`src/loop_slave_pkg.sv`:
```
// Constants shared by the slave-end burst sequencer.
// What this block does
// - Demod event loads buffer, splits signaling bits
// - Demod event copies receive word to modulator
// - Strobe rise latches inputs, updates outputs
// - Burst starts four 256 kHz bits later
// - Voice bits shift out on clock rises
// - Ninth clock rise swaps the two strobes
// - Codec bits sampled on eight falling edges
// - Receive strobe is inverse of transmit strobe
// - Data clock is crystal divided by 32
// - Sixteenth low phase stretched until next event
// - Power pin weakly driven, actual level used
// - Pin low: no transmit, rest still runs
// - Pin high: answer every master burst
// - No master for 250 us, pin high: free-run frames
// - Free-run bursts every second 125 us period
// - Pin pulled high on burst, low on silence
// - Differential phase on 256 kHz carrier
// - Reversal cusp becomes a 128 kHz half-cycle
// - Burst opens and closes with 256 kHz half-cycle
// - No preamble or start bits sent
// - Ten bits per burst, reply after reception
// - Voice output floats while transmit strobe low
package loop_slave_pkg;
    // Crystal rate emulated from the system clock.
    localparam int unsigned SYS_KHZ = 200000;
    localparam int unsigned XTAL_KHZ = 4096;
    localparam int unsigned CARRIER_KHZ = 256;
    localparam int unsigned ACC_W = 18;
    localparam logic [ACC_W-1:0] ACC_STEP = ACC_W'(XTAL_KHZ);
    localparam logic [ACC_W-1:0] ACC_MOD = ACC_W'(SYS_KHZ);
    // Data clock framing in crystal ticks.
    localparam int unsigned DCLK_DIV = 32;
    localparam logic [4:0] DCLK_HALF = 5'(DCLK_DIV / 2);
    localparam logic [3:0] LAST_PERIOD = 4'hF;
    localparam logic [3:0] TE_PERIODS = 4'h8;
    // Burst format.
    localparam int unsigned WORD_BITS = 10;
    localparam int unsigned VOICE_BITS = 8;
    localparam int unsigned BIT_TICKS = XTAL_KHZ / CARRIER_KHZ;
    localparam logic [3:0] HALF_TICKS = 4'(BIT_TICKS / 2);
    localparam int unsigned MOD_DELAY_BITS = 4;
    localparam logic [6:0] MOD_DELAY_TICKS = 7'(MOD_DELAY_BITS * BIT_TICKS);
    localparam logic [4:0] LAST_HALF = 5'(2 * WORD_BITS + 1);
    // Silence and free-run frame times.
    localparam int unsigned SILENCE_US = 250;
    localparam int unsigned FRAME_US = 125;
    localparam logic [10:0] SILENCE_TICKS = 11'(SILENCE_US * XTAL_KHZ / 1000);
    localparam logic [9:0] FRAME_TICKS = 10'(FRAME_US * XTAL_KHZ / 1000);
    localparam int unsigned FIFO_DEPTH = 16;
    typedef enum {MOD_IDLE, MOD_WAIT, MOD_SEND} mod_state_t;
endpackage

```
`src/loop_slave_burst_sequencer.sv`:
```
// Slave-end burst sequencer with its input word FIFO.
`timescale 1ns/10ps
`default_nettype none

// Small flip-flop FIFO with honest full and empty flags.
module burst_word_fifo #(
    parameter int unsigned WIDTH = 10,
    parameter int unsigned DEPTH = 16
) (
    input wire logic clk_sys_i,
    input wire logic rst_i,
    input wire logic in_valid_i,
    input wire logic [WIDTH-1:0] in_data_i,
    output logic in_ready_o,
    output logic out_valid_o,
    output logic [WIDTH-1:0] out_data_o,
    input wire logic out_ready_i
);
    localparam int unsigned AW = $clog2(DEPTH);
    logic [WIDTH-1:0] mem_q [DEPTH];
    logic [AW-1:0] wr_q;
    logic [AW-1:0] rd_q;
    logic [AW:0] cnt_q;
    wire push = in_valid_i && in_ready_o;
    wire pop = out_valid_o && out_ready_i;

    // Flags come from the fill count so both sides see the truth.
    assign in_ready_o = cnt_q != (AW+1)'(DEPTH);
    assign out_valid_o = cnt_q != '0;
    assign out_data_o = mem_q[rd_q];

    // Storage is written only; no reset needed on data.
    always_ff @(posedge clk_sys_i)
    begin
        if (push)
        begin
            mem_q[wr_q] <= in_data_i;
        end
    end

    // Pointers wrap by index; depth is a power of two.
    always_ff @(posedge clk_sys_i or posedge rst_i)
    begin
        if (rst_i)
        begin
            wr_q <= '0;
            rd_q <= '0;
            cnt_q <= '0;
        end
        else
        begin
            if (push)
            begin
                wr_q <= wr_q + 1'b1;
            end
            if (pop)
            begin
                rd_q <= rd_q + 1'b1;
            end
            cnt_q <= cnt_q + (AW+1)'(push) - (AW+1)'(pop);
        end
    end
endmodule

module loop_slave_burst_sequencer #(
    parameter int unsigned FIFO_WORDS = loop_slave_pkg::FIFO_DEPTH
) (
    input wire logic clk_sys_i,
    input wire logic rst_i,
    input wire logic demod_valid_i,
    input wire logic [loop_slave_pkg::WORD_BITS-1:0] demod_word_i,
    output logic demod_ready_o,
    input wire logic rx_voice_i,
    input wire logic signal_in_a_i,
    input wire logic signal_in_b_i,
    output logic data_clock_o,
    output logic transmit_enable_strobe_o,
    output logic receive_enable_strobe_o,
    output logic tx_voice_o,
    output logic tx_voice_oe_n_o,
    output logic signal_out_a_o,
    output logic signal_out_b_o,
    output logic valid_data_flag_o,
    input wire logic power_control_pin_i,
    output logic power_control_pin_o,
    output logic power_control_pin_oe_n_o,
    output logic line_level_o,
    output logic line_drive_o,
    output logic free_run_o
);
    import loop_slave_pkg::*;

    logic [ACC_W-1:0] acc_q;
    logic tick_q;
    logic [1:0] rx_sync_q;
    logic [1:0] sa_sync_q;
    logic [1:0] sb_sync_q;
    logic [1:0] pwr_sync_q;
    logic fifo_valid;
    logic [WORD_BITS-1:0] fifo_word;
    logic master_evt;
    logic active_q;
    logic [3:0] period_q;
    logic [4:0] phase_q;
    logic te_q;
    logic [WORD_BITS-1:0] demod_buf_q;
    logic [VOICE_BITS-1:0] rx_reg_q;
    logic [WORD_BITS-1:0] mod_buf_q;
    logic [VOICE_BITS-1:0] tx_shift_q;
    logic tx_bit_q;
    logic so_a_q;
    logic so_b_q;
    logic vd_q;
    logic [10:0] silence_q;
    logic pwr_drive_q;
    logic [8:0] frame_q;
    logic frame_odd_q;
    mod_state_t mod_q;
    logic [6:0] mod_cnt_q;
    logic [4:0] half_q;
    logic level_q;

    // Crystal tick from a fractional accumulator on the system clock.
    wire [ACC_W-1:0] acc_sum = acc_q + ACC_STEP;
    wire acc_wrap = acc_sum >= ACC_MOD;

    always_ff @(posedge clk_sys_i or posedge rst_i)
    begin
        if (rst_i)
        begin
            acc_q <= '0;
            tick_q <= 1'b0;
        end
        else
        begin
            acc_q <= acc_wrap ? acc_sum - ACC_MOD : acc_sum;
            tick_q <= acc_wrap;
        end
    end

    // Pins cross into the clock domain through two flops each.
    always_ff @(posedge clk_sys_i or posedge rst_i)
    begin
        if (rst_i)
        begin
            rx_sync_q <= '0;
            sa_sync_q <= '0;
            sb_sync_q <= '0;
            pwr_sync_q <= '0;
        end
        else
        begin
            rx_sync_q <= {rx_sync_q[0], rx_voice_i};
            sa_sync_q <= {sa_sync_q[0], signal_in_a_i};
            sb_sync_q <= {sb_sync_q[0], signal_in_b_i};
            pwr_sync_q <= {pwr_sync_q[0], power_control_pin_i};
        end
    end

    wire pin_high = pwr_sync_q[1];

    // Words from the demodulator wait here until a frame may start.
    burst_word_fifo #(
        .WIDTH(WORD_BITS),
        .DEPTH(FIFO_WORDS)
    ) u_fifo (
        .clk_sys_i(clk_sys_i),
        .rst_i(rst_i),
        .in_valid_i(demod_valid_i),
        .in_data_i(demod_word_i),
        .in_ready_o(demod_ready_o),
        .out_valid_o(fifo_valid),
        .out_data_o(fifo_word),
        .out_ready_i(master_evt)
    );

    // Frame events: a completed master burst or an internal free-run edge.
    // A new frame is only taken once the previous data clock train ended,
    // so the stretched low phase absorbs the slip to the master.
    wire idle_ok = tick_q && !active_q;
    assign master_evt = idle_ok && fifo_valid;
    wire silent = silence_q == SILENCE_TICKS;
    wire free_run = silent && pin_high;
    wire frame_edge = free_run && tick_q && (frame_q == 9'(FRAME_TICKS - 10'h001));
    wire free_evt = idle_ok && !fifo_valid && frame_edge && frame_odd_q;
    wire frame_evt = master_evt || free_evt;
    wire last_tick = phase_q == 5'(DCLK_DIV - 1);
    // Edges are the ticks at which the clock output itself changes, so the
    // strobes and data move together with the codec's view of the clock.
    wire dclk_rise = tick_q && active_q && last_tick;
    wire dclk_fall = tick_q && active_q && (phase_q == DCLK_HALF - 5'h01);
    wire [VOICE_BITS-1:0] tx_word =
        master_evt ? fifo_word[WORD_BITS-1:2] : demod_buf_q[WORD_BITS-1:2];

    // Data clock: 32 crystal ticks a period, 16 periods, then held low.
    always_ff @(posedge clk_sys_i or posedge rst_i)
    begin
        if (rst_i)
        begin
            active_q <= 1'b0;
            period_q <= '0;
            phase_q <= '0;
        end
        else if (frame_evt)
        begin
            active_q <= 1'b1;
            period_q <= '0;
            phase_q <= '0;
        end
        else if (tick_q && active_q)
        begin
            phase_q <= phase_q + 5'h01;
            if (last_tick)
            begin
                period_q <= period_q + 4'h1;
                active_q <= period_q != LAST_PERIOD;
            end
        end
    end

    // Transmit strobe rises with the frame and falls on the ninth rise.
    always_ff @(posedge clk_sys_i or posedge rst_i)
    begin
        if (rst_i)
        begin
            te_q <= 1'b0;
        end
        else if (frame_evt)
        begin
            te_q <= 1'b1;
        end
        else if (dclk_rise && period_q == TE_PERIODS - 4'h1)
        begin
            te_q <= 1'b0;
        end
    end

    // Buffers and signaling outputs change on the frame event.
    always_ff @(posedge clk_sys_i or posedge rst_i)
    begin
        if (rst_i)
        begin
            demod_buf_q <= '0;
            mod_buf_q <= '0;
            so_a_q <= 1'b0;
            so_b_q <= 1'b0;
            vd_q <= 1'b0;
        end
        else if (frame_evt)
        begin
            if (master_evt)
            begin
                demod_buf_q <= fifo_word;
                so_a_q <= fifo_word[1];
                so_b_q <= fifo_word[0];
            end
            vd_q <= master_evt;
            mod_buf_q <= {rx_reg_q, sa_sync_q[1], sb_sync_q[1]};
        end
    end

    // Voice out on rising edges while the transmit strobe is high.
    always_ff @(posedge clk_sys_i or posedge rst_i)
    begin
        if (rst_i)
        begin
            tx_shift_q <= '0;
            tx_bit_q <= 1'b0;
        end
        else if (frame_evt)
        begin
            tx_bit_q <= tx_word[VOICE_BITS-1];
            tx_shift_q <= {tx_word[VOICE_BITS-2:0], 1'b0};
        end
        else if (dclk_rise && te_q && period_q < TE_PERIODS - 4'h1)
        begin
            tx_bit_q <= tx_shift_q[VOICE_BITS-1];
            tx_shift_q <= {tx_shift_q[VOICE_BITS-2:0], 1'b0};
        end
    end

    // Codec voice sampled on the falling edges of periods 8 to 15.
    // The codec presents data while the receive strobe is high.
    always_ff @(posedge clk_sys_i or posedge rst_i)
    begin
        if (rst_i)
        begin
            rx_reg_q <= '0;
        end
        else if (dclk_fall && !te_q)
        begin
            rx_reg_q <= {rx_reg_q[VOICE_BITS-2:0], rx_sync_q[1]};
        end
    end

    // Silence timer and the weak drive level of the power pin.
    always_ff @(posedge clk_sys_i or posedge rst_i)
    begin
        if (rst_i)
        begin
            silence_q <= '0;
            pwr_drive_q <= 1'b0;
        end
        else if (master_evt)
        begin
            silence_q <= '0;
            pwr_drive_q <= 1'b1;
        end
        else if (tick_q && !silent)
        begin
            silence_q <= silence_q + 11'h001;
            if (silence_q == SILENCE_TICKS - 11'h001)
            begin
                pwr_drive_q <= 1'b0;
            end
        end
    end

    // Free-running 125 us frame; a burst goes out every other period.
    always_ff @(posedge clk_sys_i or posedge rst_i)
    begin
        if (rst_i)
        begin
            frame_q <= '0;
            frame_odd_q <= 1'b0;
        end
        else if (!free_run)
        begin
            frame_q <= '0;
            frame_odd_q <= 1'b0;
        end
        else if (tick_q)
        begin
            frame_q <= frame_edge ? 9'h000 : frame_q + 9'h001;
            if (frame_edge)
            begin
                frame_odd_q <= !frame_odd_q;
            end
        end
    end

    // Modulator: wait four bit times, then 22 half-cycles of carrier.
    // Half 0 and half 21 are the lone 256 kHz half-cycles at each end;
    // halves 1..20 carry the ten bits, two halves per bit.
    wire [4:0] bit_idx = 5'((half_q - 5'h01) >> 1);
    wire cur_bit = mod_buf_q[4'(WORD_BITS - 1) - bit_idx[3:0]];
    wire boundary = half_q[0] && half_q != LAST_HALF;
    wire skip_flip = boundary && !cur_bit;
    wire half_end = mod_cnt_q == 7'(HALF_TICKS) - 7'h01;

    always_ff @(posedge clk_sys_i or posedge rst_i)
    begin
        if (rst_i)
        begin
            mod_q <= MOD_IDLE;
            mod_cnt_q <= '0;
            half_q <= '0;
            level_q <= 1'b0;
        end
        else
        begin
            case (mod_q)
                MOD_IDLE:
                begin
                    if (frame_evt && pin_high)
                    begin
                        mod_q <= MOD_WAIT;
                        mod_cnt_q <= '0;
                    end
                end
                MOD_WAIT:
                begin
                    if (tick_q)
                    begin
                        mod_cnt_q <= mod_cnt_q + 7'h01;
                        if (mod_cnt_q == MOD_DELAY_TICKS - 7'h01)
                        begin
                            mod_q <= MOD_SEND;
                            mod_cnt_q <= '0;
                            half_q <= '0;
                            level_q <= 1'b1;
                        end
                    end
                end
                MOD_SEND:
                begin
                    if (tick_q)
                    begin
                        mod_cnt_q <= half_end ? 7'h00 : mod_cnt_q + 7'h01;
                        if (half_end && half_q == LAST_HALF)
                        begin
                            mod_q <= MOD_IDLE;
                            level_q <= 1'b0;
                        end
                        else if (half_end)
                        begin
                            half_q <= half_q + 5'h01;
                            level_q <= skip_flip ? level_q : !level_q;
                        end
                    end
                end
                default:
                begin
                    mod_q <= MOD_IDLE;
                end
            endcase
        end
    end

    // Outputs; the receive strobe is derived so it can never disagree.
    assign data_clock_o = active_q && phase_q < DCLK_HALF;
    assign transmit_enable_strobe_o = te_q;
    assign receive_enable_strobe_o = !te_q;
    assign tx_voice_o = tx_bit_q;
    assign tx_voice_oe_n_o = !te_q;
    assign signal_out_a_o = so_a_q;
    assign signal_out_b_o = so_b_q;
    assign valid_data_flag_o = vd_q;
    // Drive is weak on the pad, so it is always enabled; outside wins.
    assign power_control_pin_o = pwr_drive_q;
    assign power_control_pin_oe_n_o = 1'b0;
    assign line_level_o = level_q;
    assign line_drive_o = mod_q == MOD_SEND;
    assign free_run_o = free_run;
endmodule

`default_nettype wire

```
`config.mk`:
```
export PLATFORM = sky130hd
export DESIGN_NAME = loop_slave_burst_sequencer
export DESIGN_NICKNAME = d
export VERILOG_FILES = /design/src/loop_slave_pkg.sv /design/src/loop_slave_burst_sequencer.sv
export SDC_FILE = /design/constraint.sdc
export NUM_CORES = 1
export LEC_CHECK = 0
export ABC_AREA = 0
export BUFFER_PORTS_ARGS = -buffer_cell sky130_fd_sc_hd__buf_2
export CORE_UTILIZATION = 25
export DETAILED_ROUTE_END_ITERATION = 6
export GPL_TIMING_DRIVEN = 0
export PLACE_DENSITY = 0.44
export SLEW_MARGIN = 20
export SYNTH_ARGS = -nofsm -noshare
export SYNTH_HDL_FRONTEND = slang
export SYNTH_SLANG_ARGS = --single-unit
```
`constraint.sdc`:
```
create_clock -name clk_sys_i -period 5.64 [get_ports clk_sys_i]
set_input_delay 0.282 -clock clk_sys_i [delete_from_list [all_inputs] [get_ports clk_sys_i]]
set_output_delay 0.282 -clock clk_sys_i [all_outputs]
set_load 0.03 [all_outputs]
```
==> flow_summary.toml <==
[floorplan]
die_w_um = 224.5
start_util_pct = 25.33
boundaryPins = 31
num_rows = 81
core-area_um2 = 48850
die_y_um = 224.5
die-area_um2 = 50400

[timing]
setup_viol_count_final = 0
period_share_pct = 62.27
setup_tns_ps = 0
maxSlewHeadroom_pct = 29.74
finalClockSkew_ps = 20.55
finalHoldViolCount = 0
slew_viol_final = 0
clock.fmax_ghz = 0.2847
worst_pin_slew_ps = 1054
grt_setup_unrepaired = "false"
period_minus_slack_ps = 3512

[worst_setup_path]
critPathCaptureType = "register"
crit_type = "register to register"
reg2reg_depth = 15
crit_start = "u_fifo.cnt_q[2]$_DFF_PP0_"
rr_startpoint = "u_fifo.cnt_q[2]$_DFF_PP0_"
crit_end = "u_fifo.cnt_q[4]$_DFF_PP0_"
reg2reg_setup_slack_ps = 2130
startpoint_type = "register"
r2r-end = "u_fifo.cnt_q[4]$_DFF_PP0_"
path_max_fanout = 10
critical_path_arrival_ps = 3960
required_ps = 6090

[flow_run]
cap_viol_max_count = 0

[synth]
ys_seq_area_share_pct = 62.89
synth_top_flop_cell = "edfxtp_1"
ys_seq_elements = 279
synth_fp_nets = 916
synth_cell_type_count = 72
synth.avg_cell_area_um2 = 14.31
postSynthCellCount = 865
synthArstFlopShare_pct = 42.65
synth_warnings = 0
synth-edff-count = 160
synthesis.area_um2 = 12380

[cts]
cts_resized = 0
cts_hold_buffers = 5
numClockSinks = 279
cts_max_level = 2
cts_setup_buffers = 0
clockBufferDepth = 3
cts_tree = "done"
clk_pin_slew_ps = 60
clk_latency_ps = 520
root_buffer = "clkbuf_16"
tritoncts.num_buffers = 34

[placed_design]
post-dp-hpwl_mm = 17.89
dp_cells = 1567
port_buffers = 29
routabilityCongestion = 0.7490

[route]
vias_per_cell = 4.415
wire_per_inst_um = 16.84
vias = 7205
wl_mm = 27.49
drc = 0
firstDrtPassIters = 5
drtIter0Drc = 465
final_antenna_net_count = 0

[layout]
final_common_cell = "edfxtp_1"
syn2layout_area_growth_pct = 17.89
layout_common_cells = "160 x edfxtp_1, 119 x dfrtp_1, 76 x nand2_1"
layout-drive-gt1-share_pct = 20.04
nets = 995
instances_no_fill = 1632
diodes = 0

[power_and_ir_drop]
total_power_mw = 4.991
ir_worst_vdd_uv = 258.3
p_leak_nw = 5.515
p_per_area_nw_per_um2 = 342.1

[global_route]
met3_usage_pct = 2.286
grt-ovfl-total = 0
grt_pass1_wl_mm = 44.22
top_usage_layer = "met2"
met1_usage_pct = 15.04
antenna_found_initial = 2
grt_start_max_net_pins = 65
grt_usage_pct = 11.43
grt_pass1_vias = 7638
grt.met2_usage_pct = 18.63

[run_status]
outcome = "finished clean"

[worst_hold_path]
hp-class = "input port to register"
[stage by stage]
| step | setup WS [ps] | hold slack, ps | util, % | cell area, µm² |
|---|---|---|---|---|
| 5_1_grt | 1795 | 133.5 | 29.87 | 14590 |
| 4_1_cts | 2076 | 115.3 | 29.87 | 14590 |
| 3_3_place_gp | 419.4 | 338.7 | 27.33 | 13350 |
| 3_5_place_dp | 2081 | 337.8 | 27.58 | 13470 |
| 6_report | 2128 | 131.0 | 29.87 | 14590 |
| 2_1_floorplan | 2201 | 313.4 | - | 12380 |
[critical path, stage by stage, from the launching register on]
cell	delay, ps
dfrtp_1	380
inv_1	80
ha_1	170
or4b_1	470
nand3b_1	140
inv_1	150
clkbuf_1	270
buf_1	330
ha_1	370
inv_1	40
ha_1	200
fa_1	410
a21oi_1	140
nor2_1	50
nor2_1	110
xnor2_1	120
[routing by layer]
layer / vias to the layer above / routed length, µm
met5: - / 25
met4: 4 / 742
met3: 54 / 1211
met2: 126 / 12900
met1: 3611 / 12600
li1: 3410 / -
[Yosys cell counts, types with 5 or more instances]
cell / instances / share of area, %
a211o_1: 7 / 0.50
a21oi_1: 22 / 0.89
and2_1: 10 / 0.51
and3_1: 6 / 0.30
buf_2: 10 / 0.40
clkbuf_1: 20 / 0.61
dfrtp_1: 119 / 24
edfxtp_1: 160 / 39
ha_1: 33 / 3.3
inv_1: 40 / 1.2
mux2_2: 18 / 1.6
mux2i_1: 15 / 1.2
mux4_2: 52 / 9.5
nand2_1: 76 / 2.3
nand3_1: 20 / 0.81
nand3b_1: 5 / 0.30
nand4_1: 11 / 0.56
nor2_1: 61 / 1.9
nor3_1: 11 / 0.44
nor3b_1: 5 / 0.30
nor4_1: 8 / 0.40
o21ai_0: 23 / 0.93
o31ai_1: 5 / 0.30
or2_2: 5 / 0.25
or3_1: 5 / 0.25
xnor2_1: 19 / 1.3
xor2_1: 17 / 1.2
[worst min path at each step]
stage,slack [ps],depth (start not counted),end,startpoint
after floorplan,310,0,pwr_sync_q[0]$_DFF_PP0_,power_control_pin_i
after global placement,340,0,rx_sync_q[1]$_DFF_PP0_,rx_sync_q[0]$_DFF_PP0_
after detailed placement,340,0,rx_sync_q[1]$_DFF_PP0_,rx_sync_q[0]$_DFF_PP0_
after CTS,120,1,u_fifo.mem_q[9][5]$_DFFE_PP_,demod_word_i[5]
after global routing,130,1,u_fifo.mem_q[11][5]$_DFFE_PP_,demod_word_i[5]
final,130,1,u_fifo.mem_q[11][5]$_DFFE_PP_,demod_word_i[5]
[kinds of logic (layout without fill, tap and decap cells)]
kind of cell | after synthesis | after routing | synth area share [%]
and+or+nand+nor | 249 | 249 | 10.17
DFF | 279 | 279 | 62.89
buffers and inverters | 78 | 181 | 2.527
xor gates and xnor gates | 36 | 36 | 2.548
other | 1 | 1 | 0.03030
muxes | 86 | 86 | 12.41
AOI/OAI and AO/OA | 102 | 102 | 5.935
adders and majority gates | 34 | 34 | 3.498
[flip-flops by register name, summed over array words and instances (netlist names), 7 cells and up]
register      count
demod_buf_q      10
rx_reg_q          8
u_fifo.mem_q    160
mod_cnt_q         7
tx_shift_q        7
silence_q        11
mod_buf_q        10
acc_q            12
frame_q           9
[area by class of cell]
type | count | area [µm²]
clock inverters | 18 | 167.7
inverters | 42 | 165.2
flip-flops and latches | 279 | 7782
fillers | 5005 | 34260
repair buffers | 43 | 272.8
well taps | 664 | 830.8
multi-input cells | 508 | 4315
clock buffers | 42 | 900.9
plain buffers | 36 | 155.1
[report_power, final]
part | switching, mW | leakage, nW | internal (mW)
logic | 0.339 | 1.93 | 0.182
registers | 0.0442 | 3.06 | 2.33
clock network | 0.863 | 0.527 | 1.24
total | 1.25 | 5.52 | 3.75
Power figures use the tool's default switching activity.
